`src/hdl/isb_pkg.sv`:
```
// Package with opcodes, widths and carriers for the increment, skip, branch and OR unit.
package isb_pkg;

    // ****************************************
    // Widths and field positions
    // ****************************************
    localparam int DATA_W      = 8;
    localparam int FADDR_W     = 5;
    localparam int BRLIT_W     = 9;
    localparam int PC_W        = 11;
    localparam int PAGE_LO     = 5;
    localparam int PAGE_HI     = 6;
    localparam int ZERO_BIT    = 2;

    localparam logic [DATA_W-1:0]  ONE_8    = 8'h01;
    localparam logic [DATA_W-1:0]  ZERO_8   = 8'h00;
    localparam logic [PC_W-1:0]    PC_RST   = 11'h7FF;

    // ****************************************
    // Operation codes presented by decode
    // ****************************************
    typedef enum logic [2:0] {
        OP_NONE     = 3'h0,
        OP_INC      = 3'h1,
        OP_DEC_SKZ  = 3'h2,
        OP_INC_SKZ  = 3'h3,
        OP_BRANCH   = 3'h4,
        OP_OR_LIT   = 3'h5
    } isb_op_t;

    // ****************************************
    // Carriers
    // ****************************************
    typedef struct packed {
        logic                  valid;
        isb_op_t               op;
        logic [FADDR_W-1:0]    fileAddr;
        logic                  destFile;
        logic [BRLIT_W-1:0]    literal;
    } isb_instr_t;

    typedef struct packed {
        logic                  we;
        logic [FADDR_W-1:0]    addr;
        logic [DATA_W-1:0]     data;
    } isb_fwrite_t;

    typedef enum logic [1:0] {
        ST_RUN   = 2'b01,
        ST_FLUSH = 2'b10
    } isb_state_t;

endpackage

```
`src/hdl/isb_unit.sv`:
```
// Execute unit for increment, skip-on-zero, branch and OR-literal operations.
`timescale 1ns/10ps
`default_nettype none

module isb_unit
    import isb_pkg::*;
(
    // Clock and reset.
    input  wire logic                ref_clk,
    input  wire logic                reset_n,
    // Instruction from decode and file read data for its address.
    input  wire isb_instr_t          instr,
    input  wire logic [DATA_W-1:0]   fileRdData,
    input  wire logic [DATA_W-1:0]   statusIn,
    // File register write port.
    output isb_fwrite_t              fileWr,
    // Accumulator, zero flag and program counter.
    output logic [DATA_W-1:0]        accum,
    output logic                     zeroFlag,
    output logic                     zeroWe,
    output logic [PC_W-1:0]          pc,
    output logic                     pcLoad,
    // Pipeline flush: the fetched instruction is replaced by a no-operation.
    output logic                     flush
);

    // ****************************************
    // State
    // ****************************************
    isb_state_t           state_q, state_d;
    logic [DATA_W-1:0]    accum_q, accum_d;
    logic                 zero_q, zero_d, zeroWe_q, zeroWe_d;
    logic [PC_W-1:0]      pc_q, pc_d;
    logic                 pcLoad_q, pcLoad_d;
    isb_fwrite_t          fw_q, fw_d;
    logic [DATA_W-1:0]    result;
    logic                 live;

    // ****************************************
    // Next-state logic
    // ****************************************
    always_comb begin
        state_d  = ST_RUN;
        accum_d  = accum_q;
        zero_d   = zero_q;
        zeroWe_d = 1'b0;
        pc_d     = pc_q;
        pcLoad_d = 1'b0;
        fw_d     = '0;
        result   = ZERO_8;
        // The slot after a skip or branch executes as a no-operation.
        live     = instr.valid && (state_q == ST_RUN);
        if (live) begin
            case (instr.op)
                OP_INC:     result = fileRdData + ONE_8;
                OP_INC_SKZ: result = fileRdData + ONE_8;
                OP_DEC_SKZ: result = fileRdData - ONE_8;
                OP_OR_LIT:  result = accum_q | instr.literal[DATA_W-1:0];
                default:    result = ZERO_8;
            endcase
            case (instr.op)
                OP_INC, OP_INC_SKZ, OP_DEC_SKZ: begin
                    if (instr.destFile) begin
                        fw_d.we   = 1'b1;
                        fw_d.addr = instr.fileAddr;
                        fw_d.data = result;
                    end else begin
                        accum_d = result;
                    end
                    if (instr.op == OP_INC) begin
                        zero_d   = (result == ZERO_8);
                        zeroWe_d = 1'b1;
                    end else if (result == ZERO_8) begin
                        state_d = ST_FLUSH;
                    end
                end
                OP_BRANCH: begin
                    pc_d     = {statusIn[PAGE_HI:PAGE_LO], instr.literal};
                    pcLoad_d = 1'b1;
                    state_d  = ST_FLUSH;
                end
                OP_OR_LIT: begin
                    accum_d  = result;
                    zero_d   = (result == ZERO_8);
                    zeroWe_d = 1'b1;
                end
                default: begin
                    state_d = ST_RUN;
                end
            endcase
        end
    end

    always_ff @(posedge ref_clk) begin
        if (!reset_n) begin
            state_q  <= ST_RUN;
            accum_q  <= ZERO_8;
            zero_q   <= 1'b0;
            zeroWe_q <= 1'b0;
            pc_q     <= PC_RST;
            pcLoad_q <= 1'b0;
            fw_q     <= '0;
        end else begin
            state_q  <= state_d;
            accum_q  <= accum_d;
            zero_q   <= zero_d;
            zeroWe_q <= zeroWe_d;
            pc_q     <= pc_d;
            pcLoad_q <= pcLoad_d;
            fw_q     <= fw_d;
        end
    end

    assign fileWr   = fw_q;
    assign accum    = accum_q;
    assign zeroFlag = zero_q;
    assign zeroWe   = zeroWe_q;
    assign pc       = pc_q;
    assign pcLoad   = pcLoad_q;
    assign flush    = (state_q == ST_FLUSH);

    // ****************************************
    // Elaboration checks
    // ****************************************
    if (PC_W != BRLIT_W + PAGE_HI - PAGE_LO + 1) begin : g_pcWidthBad
        $error("Branch target and page bits do not fill the program counter.");
    end
    if (PAGE_HI >= DATA_W || PAGE_LO > PAGE_HI) begin : g_pageBitsBad
        $error("Page select bits lie outside the status byte.");
    end
endmodule // isb_unit

`default_nettype wire

```
`config.mk`:
```
export PLATFORM = sky130hd
export DESIGN_NAME = isb_unit
export DESIGN_NICKNAME = d
export VERILOG_FILES = /design/src/hdl/isb_pkg.sv /design/src/hdl/isb_unit.sv
export SDC_FILE = /design/constraint.sdc
export NUM_CORES = 1
export LEC_CHECK = 0
export BUFFER_PORTS_ARGS = -buffer_cell sky130_fd_sc_hd__clkbuf_2
export CAP_MARGIN = 20
export CORE_ASPECT_RATIO = 1.1
export CORE_MARGIN = 2
export CORE_UTILIZATION = 45
export CTS_CLUSTER_SIZE = 40
export DETAILED_ROUTE_END_ITERATION = 7
export GPL_ROUTABILITY_DRIVEN = 1
export MAX_ROUTING_LAYER = met4
export PLACE_DENSITY_LB_ADDON = 0.3
export SETUP_SLACK_MARGIN = 0.4
export SYNTH_ARGS = -nofsm -noshare
export SYNTH_HDL_FRONTEND = slang
export SYNTH_SLANG_ARGS = --single-unit
```
`constraint.sdc`:
```
create_clock -name ref_clk -period 2.5 [get_ports ref_clk]
set_input_delay 0.125 -clock ref_clk [delete_from_list [all_inputs] [get_ports ref_clk]]
set_output_delay 0.125 -clock ref_clk [all_outputs]
set_load 0.05 [all_outputs]
```
==> out/metrics.sh, run 1 <==
OUTCOME='complete, no violations'
CLOCK_PATH_BUFFERS=2
CELLPOWERDENSITY_mW_PER_MM2=623
SYNTH_AREA_MM2=0.00175
NUMBER_OF_MAX_CAP_VIOLATIONS=0
FLOORPLAN.IO_PINS=74
CRITICAL-PATH-TOP-DELAY-FAMILY='simple AND/OR/NAND/NOR gates'
WORST_IR_DROP_VDD_V=0.000214
WORST_PATH_BUFS_INVS=2
DOMINANTREGCELLSYNTH='sky130_fd_sc_hd__dfxtp_1'
POWER.TOTAL_mW=1.43
TIMING.FINAL.MAX_SLEW_VIOLATIONS=0
HPWL_MM=3.04
GPL.FINAL_WEIGHTED_CONGESTION=0.845
WORSTSETUPENDPOINTTYPE='register'
GRT_SETUP_UNREPAIRED='false'
WORSTMARGINPINSLEW_PS=562
POSTROUTEWIRELENGTH_MM=3.87
INITIALDRTVIOLATIONCOUNT=74
CP.ARRIVAL_PS=2170
SYNTH.CELLS.MOST_FREQUENT='sky130_fd_sc_hd__dfxtp_1 (38), sky130_fd_sc_hd__nand2_1 (26), sky130_fd_sc_hd__nor2_1 (26)'
SYNTH_TOP_CELLS_BY_AREA='sky130_fd_sc_hd__dfxtp_1 (43%), sky130_fd_sc_hd__nand2_1 (5.6%), sky130_fd_sc_hd__nor2_1 (5.6%)'
CLKTRANSATPATHREGS_PS=70
DRTANTENNAVIOLNETS=0
FINALSETUPVIOLCOUNT=0
DESIGN_AREA_MM2=0.00230
SLEW_HEADROOM=0.625
CTS_TREE='yes'
FINALSETUPTNS_PS=0
GRTUSAGETOTAL=0.186
DRT_DRC_VIOLATIONS_LEFT=0
CTS.HOLD.BUFFERS_ADDED=0
VIAS=1574
GRT_PASS1_VIAS=1379
GRT_MAX_DEGREE=18
DRIVE_ABOVE_1_SHARE=0.366
DPL_WORST_SLACK_PS=216
YOSYS.CELL_COUNT.TOP_TYPE='sky130_fd_sc_hd__dfxtp_1'
IO_BUFFER_COUNT=67
HOLDPATHSTAGES=2
TRITONCTS.NUM_BUFFERS=5
HOLD_PATH_CLASS='primary input to register'
HTREE_LEVELS=2
PLACEDINSTANCEAREA_MM2=0.00216
CTS.SINK_COUNT=38
FIRSTDRTPASSITERS=4
YOSYS_WARNINGS=0
FLOORPLAN.INITIALDENSITY=0.476
CRIT_REQUIRED_PS=2740
YOSYS.AREA.TOP_TYPE_SHARE=0.434
CRITICAL_PATH.SLOWEST_CELL='sky130_fd_sc_hd__fa_2'
TOTAL_LEAKAGE_POWER_nW=1.09
WORST_CLOCK_SKEW_PS=3.65
SYNTH_NETS=239
CRITICAL-PATH-TOP-CELL-BY-COUNT='sky130_fd_sc_hd__nor3b_4'
CTSROOTBUFFERMASTER='sky130_fd_sc_hd__clkbuf_8'
SYN_AVG_CELL_AREA_UM2=8.98
FINAL_MIN_PERIOD_OVER_CLOCK_PERIOD=0.772
DIE_WIDTH_UM=63.5
DIODES=0
CLKLATENCYLATEPIN_PS=290
CP.DEPTH=10
AREA_GROWTH_PCT=31.2
WIRE_PER_INST_UM=12.3
R2R_CELLS=6
ROWS=23
CRITPATHMAXSTAGEDELAY_PS=360
ROUTE.DETAILED.VIAS_PER_INST=5.00
NETLIST_INSTANCES=195
SYNTHDOMINANTAREACELLTYPE='sky130_fd_sc_hd__dfxtp_1'
WORST-PATH-MAX-FANOUT=8
CRITICAL_PATH.CELL_CHAIN='clkbuf_2 -> nor3b_4 -> buf_12 -> fa_2 -> a21oi_1 -> o221a_2 -> mux2i_4 -> nand4_1 -> nor3b_4 -> a32o_1'
YS_SEQ_ELEMENTS=38
SYNTH_ENABLE_FLOP_CELLS=0
OVERFLOW=0
DESIGN.DIE.AREA_MM2=0.00441
DISTINCT_CELLS_SYNTH=51
CORE_MM2=0.00368
ANTENNA_FOUND_INITIAL=0
POSTLAYOUTSETUPSLACKWORST_PS=571
REGISTER_AREA_SHARE_AFTER_SYNTHESIS=0.434
FMAXACHIEVABLE_GHz=0.518
FINISH.NET_COUNT=308
FINALHOLDVIOLCOUNT=0
WORSTSETUPSTARTPOINTTYPE='primary input'
PROPORTION_OF_REGISTER_BITS_WITH_ASYNCHRONOUS_SET_OR_RESET_AFTER_SYNTHESIS=0
CRIT_TYPE='primary input to register'
GRT_PASS1_WL_MM=6.25
DIE-HEIGHT_UM=69.4
TIMING.FINAL.CRIT_PERIOD_PS=1930
layer usage:
metal  share of wire  wire length [um]  up-vias  GRT usage
met2            0.47              1830       48      0.284
met5               0                 0        -          -
met3           0.047               181        4     0.0471
li1                -                 -      824          -
met4           0.013                49        0     0.0870
met1            0.47              1810      698      0.229
cell families (layout without fill, tap and decap cells):
family	count (synthesis)	count (layout)	share of synthesized area
buffers and inverters	14	84	0.0429
flip-flops	38	38	0.434
AND/OR/NAND/NOR	92	92	0.264
XOR/XNOR	3	3	0.0150
adder cells (fa/ha/maj)	7	7	0.0543
AO/OA/AOI/OAI	39	39	0.171
multiplexers	2	2	0.0186
cell usage in the layout (no fill, tap or decap), types with 2 or more instances in the layout:
cell type	instances
sky130_fd_sc_hd__clkbuf_8	5
sky130_fd_sc_hd__clkinv_2	2
sky130_fd_sc_hd__clkbuf_2	67
sky130_fd_sc_hd__ha_4	2
sky130_fd_sc_hd__nand3_1	14
sky130_fd_sc_hd__a211o_1	2
sky130_fd_sc_hd__and3_1	2
sky130_fd_sc_hd__nand4_1	4
sky130_fd_sc_hd__dfxtp_1	38
sky130_fd_sc_hd__o211ai_1	2
sky130_fd_sc_hd__and2_1	5
sky130_fd_sc_hd__a21oi_2	2
sky130_fd_sc_hd__ha_1	4
sky130_fd_sc_hd__xnor2_1	2
sky130_fd_sc_hd__nand2_1	25
sky130_fd_sc_hd__a21oi_1	7
sky130_fd_sc_hd__a211oi_1	6
sky130_fd_sc_hd__buf_4	3
sky130_fd_sc_hd__inv_1	4
sky130_fd_sc_hd__nor2b_1	2
sky130_fd_sc_hd__nor4_1	2
sky130_fd_sc_hd__o211a_1	2
sky130_fd_sc_hd__nor2_1	26
sky130_fd_sc_hd__o21bai_1	3
sky130_fd_sc_hd__nor3b_4	2
sky130_fd_sc_hd__o21ai_1	3
sky130_fd_sc_hd__nand2b_1	2
through the flow:
step	hold WS, ps	utilization	instances
after floorplan	247	-	195
after global placement	329	0.587	306
after detailed placement	328	0.587	306
after CTS	22.9	0.617	314
after global routing	22.8	0.624	315
final	30.4	0.624	315
final timing paths:
check                                           start                     to  slack, ps
worst max-delay path                        instr[16]  zeroFlag$_SDFFE_PN0P_        570
worst min-delay path                        instr[13]  fileWr[11]$_SDFF_PN0_         30
worst max register to register  accum[6]$_SDFFE_PN0P_  zeroFlag$_SDFFE_PN0P_        800
worst min register to register     pc[3]$_SDFFE_PN1P_     pc[3]$_SDFFE_PN1P_        470
flip-flops by register name, indices dropped and copies added (netlist names):
register  cells
pc           11
fileWr       14
zeroWe        1
accum         8
state_q       2
pcLoad        1
zeroFlag      1
repair_timing:
action                                  CTS  global route
resized for setup                         0             4
buffers inserted                          0             1
endpoints found under the setup margin    0             3
power by group:
group	internal (mW)	switching (mW)
combinational	0.105	0.184
sequential	0.626	0.0124
clock	0.293	0.211
total	1.02	0.407
area by class of cell:
class	count	area [um2]
inverters	5	18.8
well taps	50	62.6
repair buffers	71	378
flip-flops and latches	38	761
fillers	327	1390
clock inverters	3	40.0
multi-input cells	143	970
clock buffers	5	68.8
Power figures use the tool's default switching activity.
==> run 2, diff against run 1 <==
--- a/config.mk
+++ b/config.mk
@@ -9,7 +9,7 @@
 export CAP_MARGIN = 20
 export CORE_ASPECT_RATIO = 1.1
 export CORE_MARGIN = 2
-export CORE_UTILIZATION = 45
+export CORE_UTILIZATION = 42
 export CTS_CLUSTER_SIZE = 40
 export DETAILED_ROUTE_END_ITERATION = 7
 export GPL_ROUTABILITY_DRIVEN = 1
==> constraint.sdc (replaced) <==
create_clock -name ref_clk -period 1.7 [get_ports ref_clk]
set_input_delay 0.085 -clock ref_clk [delete_from_list [all_inputs] [get_ports ref_clk]]
set_output_delay 0.085 -clock ref_clk [all_outputs]
set_load 0.05 [all_outputs]
==> out/metrics.sh, run 2 (synthesis gave the netlist of run 1 again) <==
OUTCOME='complete, but fails checks'
FAILED_CHECKS='negative setup slack'
DRIVE_ABOVE_1_SHARE=0.483
GRT_PASS1_WL_MM=7.47
FINALHOLDVIOLCOUNT=0
SEQUENTIAL_CELL_AREA_UM2=761
P_INT_mW=1.50
HOLD_PATH_CLASS='primary input to register'
HOLD_WS_PS=2.07
CRITPATHMAXSTAGEDELAY_PS=320
INITIALDRTVIOLATIONCOUNT=89
LAYOUT_COMMON_CELLS='sky130_fd_sc_hd__clkbuf_2 (65), sky130_fd_sc_hd__dfxtp_1 (38), sky130_fd_sc_hd__nand2_1 (24), sky130_fd_sc_hd__buf_4 (24), sky130_fd_sc_hd__nor2_1 (21)'
HPWL_MM=3.32
CTSROOTBUFFERMASTER='sky130_fd_sc_hd__clkbuf_8'
TRITONCTS.NUM_BUFFERS=5
POWER.CLOCK.FRACTION=0.294
NUMBER_OF_MAX_CAP_VIOLATIONS=0
FINISH.NET_COUNT=341
FINAL.FILL_COUNT=322
WORST-PATH-MAX-FANOUT=7
IO_BUFFER_COUNT=67
DRT_DRC_VIOLATIONS_LEFT=0
COMBPWRFRAC=0.267
POWER_SWITCHING_mW=0.647
GRTUSAGETOTAL=0.212
POWER_FRAC_SEQ=0.439
SLEW_HEADROOM=0.697
TIMING.FINAL.MAX_SLEW_VIOLATIONS=0
CRITICAL_PATH.CELL_CHAIN='buf_8 -> nor3b_4 -> buf_12 -> ha_4 -> a211oi_4 -> o211ai_1 -> a211o_1 -> nand2_2 -> nor3b_4 -> a32o_1'
PLACE_INST=331
LARGEST_REGISTER_FF_COUNT=14
POSTLAYOUTSETUPSLACKWORST_PS=-56.5
FINALSETUPTNS_PS=-177
WIRE_PER_INST_UM=13.8
FMAXACHIEVABLE_GHz=0.569
GPL.FINAL_WEIGHTED_CONGESTION=0.816
AREA_OF_COMBINATIONAL_CELLS_WITH_MULTIPLE_INPUTS_MM2=0.00110
CLOCK_PATH_BUFFERS=2
CTS.SINK_COUNT=38
DESIGN.DIE.AREA_MM2=0.00470
VIAS=1729
HTREE_LEVELS=2
FLOORPLAN.IO_PINS=74
GRT_PASS1_VIAS=1659
OVERFLOW=0
ANTENNA_FOUND_INITIAL=0
TIMING.FINAL.CRIT_PERIOD_PS=1760
POSTROUTEWIRELENGTH_MM=4.84
WORST_PATH_BUFS_INVS=2
CRIT_REQUIRED_PS=1890
ROWS=24
CLKLATENCYLATEPIN_PS=290
WORST_IR_DROP_VDD_V=0.000383
CORE_MM2=0.00399
FINAL_CELL_COUNT_NO_FILL=350
CRITICAL-PATH-TOP-DELAY-FAMILY='compound AO/OA/AOI/OAI gates'
DIE_WIDTH_UM=65.6
ROUTE.DETAILED.VIAS_PER_INST=4.94
CRIT_TYPE='primary input to register'
WORSTSETUPENDPOINTTYPE='register'
FIRSTDRTPASSITERS=4
FINAL_COMMON_CELL='sky130_fd_sc_hd__clkbuf_2'
FINALSETUPVIOLCOUNT=5
SWITCHING_SHARE=0.302
FINAL_MIN_PERIOD_OVER_CLOCK_PERIOD=1.03
GRT_SETUP_UNREPAIRED='true'
CRITICAL-PATH-TOP-CELL-BY-COUNT='sky130_fd_sc_hd__nor3b_4'
CTS_TREE='yes'
FINAL_UTIL=0.683
FLOORPLAN.INITIALDENSITY=0.439
WORST_CLOCK_SKEW_PS=5.97
CELLPOWERDENSITY_mW_PER_MM2=786
TOTAL_LEAKAGE_POWER_nW=1.27
CLKTRANSATPATHREGS_PS=70
WORSTMARGINPINSLEW_PS=453
GRT_MAX_DEGREE=17
WORSTSETUPSTARTPOINTTYPE='primary input'
DIODES=0
CRITICAL_PATH.SLOWEST_CELL='sky130_fd_sc_hd__a211oi_4'
DRTANTENNAVIOLNETS=0
POWER.TOTAL_mW=2.14
CP.ARRIVAL_PS=1940
DIE-HEIGHT_UM=71.7
AREA_GROWTH_PCT=55.7
## run 2: cell count changes in the layout (fill, tap and decap cells not counted), moves of 3 or more
cell / previous run / this run
sky130_fd_sc_hd__nor2_2: 1 / 4
sky130_fd_sc_hd__buf_4: 3 / 24
sky130_fd_sc_hd__dlygate4sd3_1: 0 / 4
sky130_fd_sc_hd__buf_6: 0 / 8
sky130_fd_sc_hd__nor2_1: 26 / 21
## run 2: worst paths after layout
kind / from / to / slack (ps) / depth (start not counted)
max: instr[15] / zeroFlag$_SDFFE_PN0P_ / -60 / 10
min: instr[10] / fileWr[8]$_SDFF_PN0_ / 2 / 2
max reg2reg: accum[6]$_SDFFE_PN0P_ / state_q[0]$_SDFF_PN1_ / 30 / 6
min reg2reg: pc[1]$_SDFFE_PN1P_ / pc[1]$_SDFFE_PN1P_ / 470 / 2
## run 2: layer usage
layer,global-route usage,vias to the layer above,wire (um)
met4,0.0764,0,70
met2,0.359,45,2580
met5,-,-,0
li1,-,888,-
met3,0.0408,6,193
met1,0.250,790,2000
## run 2: per-stage QoR
| stage | setup WS [ps] | instance area, um2 |
|---|---|---|
| floorplan | -371 | 1810 |
| global placement | -336 | 2350 |
| detailed placement | -387 | 2350 |
| CTS | -51.8 | 2580 |
| global route | -133 | 2730 |
| finish | -56.5 | 2730 |
## run 2: power by group through the flow
stage	logic (mW)	clock network (mW)	registers, mW
2_1_floorplan	0.211	0	1.06
3_3_place_gp	0.472	0	0.958
3_5_place_dp	0.477	0	0.959
4_1_cts	0.525	0.638	0.939
5_1_grt	0.619	0.661	0.944
6_report	0.573	0.630	0.940
## run 2: area by class of cell
class                   count  area share
inverters                   5     0.00688
well taps                  52      0.0239
multi-input cells         143       0.404
clock inverters             1     0.00183
repair buffers            104       0.253
clock buffers               7      0.0317
flip-flops and latches     38       0.279
## run 2: worst reg2reg max path: stages (launching register included)
cell and delay, ps:
sky130_fd_sc_hd__dfxtp_1 340, sky130_fd_sc_hd__nor4_1 370, sky130_fd_sc_hd__o211ai_2 120, sky130_fd_sc_hd__and4bb_1 270, sky130_fd_sc_hd__nand4_1 130, sky130_fd_sc_hd__nor3b_4 240, sky130_fd_sc_hd__a21oi_1 90
## run 2: what timing repair did
| item | in CTS | in global routing |
|---|---|---|
| cloned | 0 | 1 |
| pin swaps | 13 | 8 |
| setup endpoints to repair | 27 | 28 |
| hold buffers | 4 | 0 |
| hold endpoints to repair | 4 | 0 |
| resized for setup | 17 | 23 |
| buffers inserted | 3 | 3 |
==> run 3, diff against run 2 <==
--- a/config.mk
+++ b/config.mk
@@ -9,13 +9,14 @@
 export CAP_MARGIN = 20
 export CORE_ASPECT_RATIO = 1.1
 export CORE_MARGIN = 2
-export CORE_UTILIZATION = 42
+export CORE_UTILIZATION = 45
 export CTS_CLUSTER_SIZE = 40
 export DETAILED_ROUTE_END_ITERATION = 7
 export GPL_ROUTABILITY_DRIVEN = 1
 export MAX_ROUTING_LAYER = met4
 export PLACE_DENSITY_LB_ADDON = 0.3
 export SETUP_SLACK_MARGIN = 0.4
+export SKIP_CTS_REPAIR_TIMING = 1
 export SYNTH_ARGS = -nofsm -noshare
 export SYNTH_HDL_FRONTEND = slang
 export SYNTH_SLANG_ARGS = --single-unit
==> constraint.sdc (replaced) <==
create_clock -name ref_clk -period 2.05 [get_ports ref_clk]
set_input_delay 0.1025 -clock ref_clk [delete_from_list [all_inputs] [get_ports ref_clk]]
set_output_delay 0.1025 -clock ref_clk [all_outputs]
set_load 0.05 [all_outputs]
==> out/metrics.sh, run 3 (synthesis gave the netlist of run 1 again) <==
R2R-START='accum[6]$_SDFFE_PN0P_'
TIMING.FINAL.MAX_SLEW_VIOLATIONS=0
HTREE_LEVELS=2
CTS.SINK_COUNT=38
WHS_ENDPOINT='fileWr[10]$_SDFF_PN0_'
DRIVE_ABOVE_1_SHARE=0.418
HPWL_MM=3.23
WORSTMARGINPINSLEW_PS=492
GRT_SETUP_UNREPAIRED='true'
VIAS=1670
FINAL_CELL_COUNT_NO_FILL=325
FINALSETUPVIOLCOUNT=0
CLKTRANSATPATHREGS_PS=60
GRT_PASS1_VIAS=1509
POWER.TOTAL_mW=1.66
PLACEDINSTANCEAREA_MM2=0.00223
DESIGN.DIE.AREA_MM2=0.00441
FINALHOLDVIOLCOUNT=0
POSTROUTEWIRELENGTH_MM=4.34
MET2WIRELENGTH_MM=2.22
CELLPOWERDENSITY_mW_PER_MM2=683
DRT_DRC_VIOLATIONS_LEFT=0
FINISH.NET_COUNT=320
ANTENNA_FOUND_INITIAL=0
MET1_WL_MM=1.78
WORSTSETUPENDPOINTTYPE='register'
OUTCOME='complete, no violations'
LAYOUT_COMMON_CELLS='sky130_fd_sc_hd__clkbuf_2 (65), sky130_fd_sc_hd__dfxtp_1 (38), sky130_fd_sc_hd__nor2_1 (25), sky130_fd_sc_hd__nand2_1 (25), sky130_fd_sc_hd__buf_4 (15)'
FIRSTDRTPASSITERS=4
DIODES=0
DIE_WIDTH_UM=63.5
R2R_CELLS=6
HOLD_PATH_CLASS='primary input to register'
CLOCK_PATH_BUFFERS=2
CRITICAL_PATH.CELL_CHAIN='clkbuf_2 -> nor3b_4 -> fa_1 -> a21oi_4 -> o221a_4 -> mux2i_4 -> nand4_1 -> nor3b_4 -> a32o_1'
TRITONCTS.NUM_BUFFERS=5
CP.ARRIVAL_PS=2080
AREA_GROWTH_PCT=39.0
PLACE_INST=317
FINAL_COMMON_CELL='sky130_fd_sc_hd__clkbuf_2'
IO_BUFFER_COUNT=67
SLEW_HEADROOM=0.671
TIMING.FINAL.CRIT_PERIOD_PS=1860
ROUTE.DETAILED.VIAS_PER_INST=5.14
CRITPATHMAXSTAGEDELAY_PS=450
CTS_TREE='yes'
MAXUSEDROUTINGLAYER='met4'
WIRE_PER_INST_UM=13.4
WORST_CLOCK_SKEW_PS=2.48
CLKLATENCYLATEPIN_PS=280
WORST-PATH-MAX-FANOUT=3
GPL.FINAL_WEIGHTED_CONGESTION=0.792
CTSROOTBUFFERMASTER='sky130_fd_sc_hd__clkbuf_8'
RRSETUPSLACK_PS=320
WORST_IR_DROP_VDD_V=0.000268
FINAL_MIN_PERIOD_OVER_CLOCK_PERIOD=0.905
CRIT_TYPE='primary input to register'
INITIALDRTVIOLATIONCOUNT=84
FLOORPLAN.INITIALDENSITY=0.476
HOLDPATHSTAGES=2
LARGEST_REGISTER_FF_COUNT=14
CRITICAL-PATH-TOP-CELL-BY-COUNT='sky130_fd_sc_hd__nor3b_4'
DRTANTENNAVIOLNETS=0
DIE-HEIGHT_UM=69.4
GRTUSAGETOTAL=0.195
TOTAL_LEAKAGE_POWER_nW=1.14
NUMBER_OF_MAX_CAP_VIOLATIONS=0
CORE_MM2=0.00368
HOLDCRITSTARTPOINT='instr[12]'
GRT_PASS1_WL_MM=6.76
WORSTSETUPSTARTPOINTTYPE='primary input'
GRT_MAX_DEGREE=17
DESIGN_AREA_MM2=0.00243
MET3WIRELENGTH_UM=280
FMAXACHIEVABLE_GHz=0.539
CRIT_START='instr[16]'
ROWS=23
CRIT_REQUIRED_PS=2280
FLOORPLAN.IO_PINS=74
CRITICAL_PATH.SLOWEST_CELL='sky130_fd_sc_hd__fa_1'
OVERFLOW=0
R2R-END='zeroFlag$_SDFFE_PN0P_'
-- run 3: changes by cell type in the layout (fill, tap and decap cells not counted), moves of 2 or more --
cell / previous run / this run
sky130_fd_sc_hd__o21ai_2: 2 / 0
sky130_fd_sc_hd__dlygate4sd3_1: 4 / 0
sky130_fd_sc_hd__buf_4: 24 / 15
sky130_fd_sc_hd__o21ai_1: 1 / 3
sky130_fd_sc_hd__nor2_1: 21 / 25
sky130_fd_sc_hd__buf_6: 8 / 3
sky130_fd_sc_hd__nor2_2: 4 / 1
sky130_fd_sc_hd__buf_12: 2 / 0
-- run 3: worst max-delay path: cells and delay by family --
kind            cells  cell delay [ps]
buf+inv             1               90
compound gates      3              580
fa+ha+maj           1              450
mux                 1              230
simple gates        3              630
-- run 3: final cells by class --
| class | count | area [um2] |
|---|---|---|
| clock buffer | 6 | 82.6 |
| fill | 337 | 1250 |
| inverter | 5 | 18.8 |
| multi-input combinational | 143 | 1040 |
| sequential | 38 | 761 |
| tap | 50 | 62.6 |
| timing repair buffer | 83 | 472 |
-- run 3: per-stage QoR --
| step | TNS [ps] | hold WS [ps] | utilization | setup slack, ps |
|---|---|---|---|---|
| floorplan | -95.4 | 224 | - | -38.7 |
| finish | 0 | 22.8 | 0.661 | 194 |
| detailed placement | -298 | 308 | 0.606 | -107 |
| global route | 0 | 22.4 | 0.661 | 113 |
| CTS | 0 | 15.9 | 0.628 | 193 |
| global placement | -109 | 305 | 0.606 | -44.7 |
-- run 3: how the worst max path moves through the flow --
| stage | to | slack, ps | cells after the start |
|---|---|---|---|
| floorplan | state_q[0]$_SDFF_PN1_ | -40 | 9 |
| global placement | state_q[0]$_SDFF_PN1_ | -40 | 10 |
| detailed placement | state_q[0]$_SDFF_PN1_ | -110 | 10 |
| CTS | state_q[0]$_SDFF_PN1_ | 190 | 10 |
| global route | zeroFlag$_SDFFE_PN0P_ | 110 | 10 |
| finish | zeroFlag$_SDFFE_PN0P_ | 190 | 9 |
-- run 3: layer usage --
metal / vias to the layer above / GRT usage
met5: - / -
met4: 0 / 0.0652
met3: 7 / 0.0390
met2: 57 / 0.323
met1: 761 / 0.238
li1: 845 / -
-- run 3: power by group --
part / switching (mW) / internal [mW]
Clock: 0.221 / 0.259
Sequential: 0.0156 / 0.764
Combinational: 0.245 / 0.158
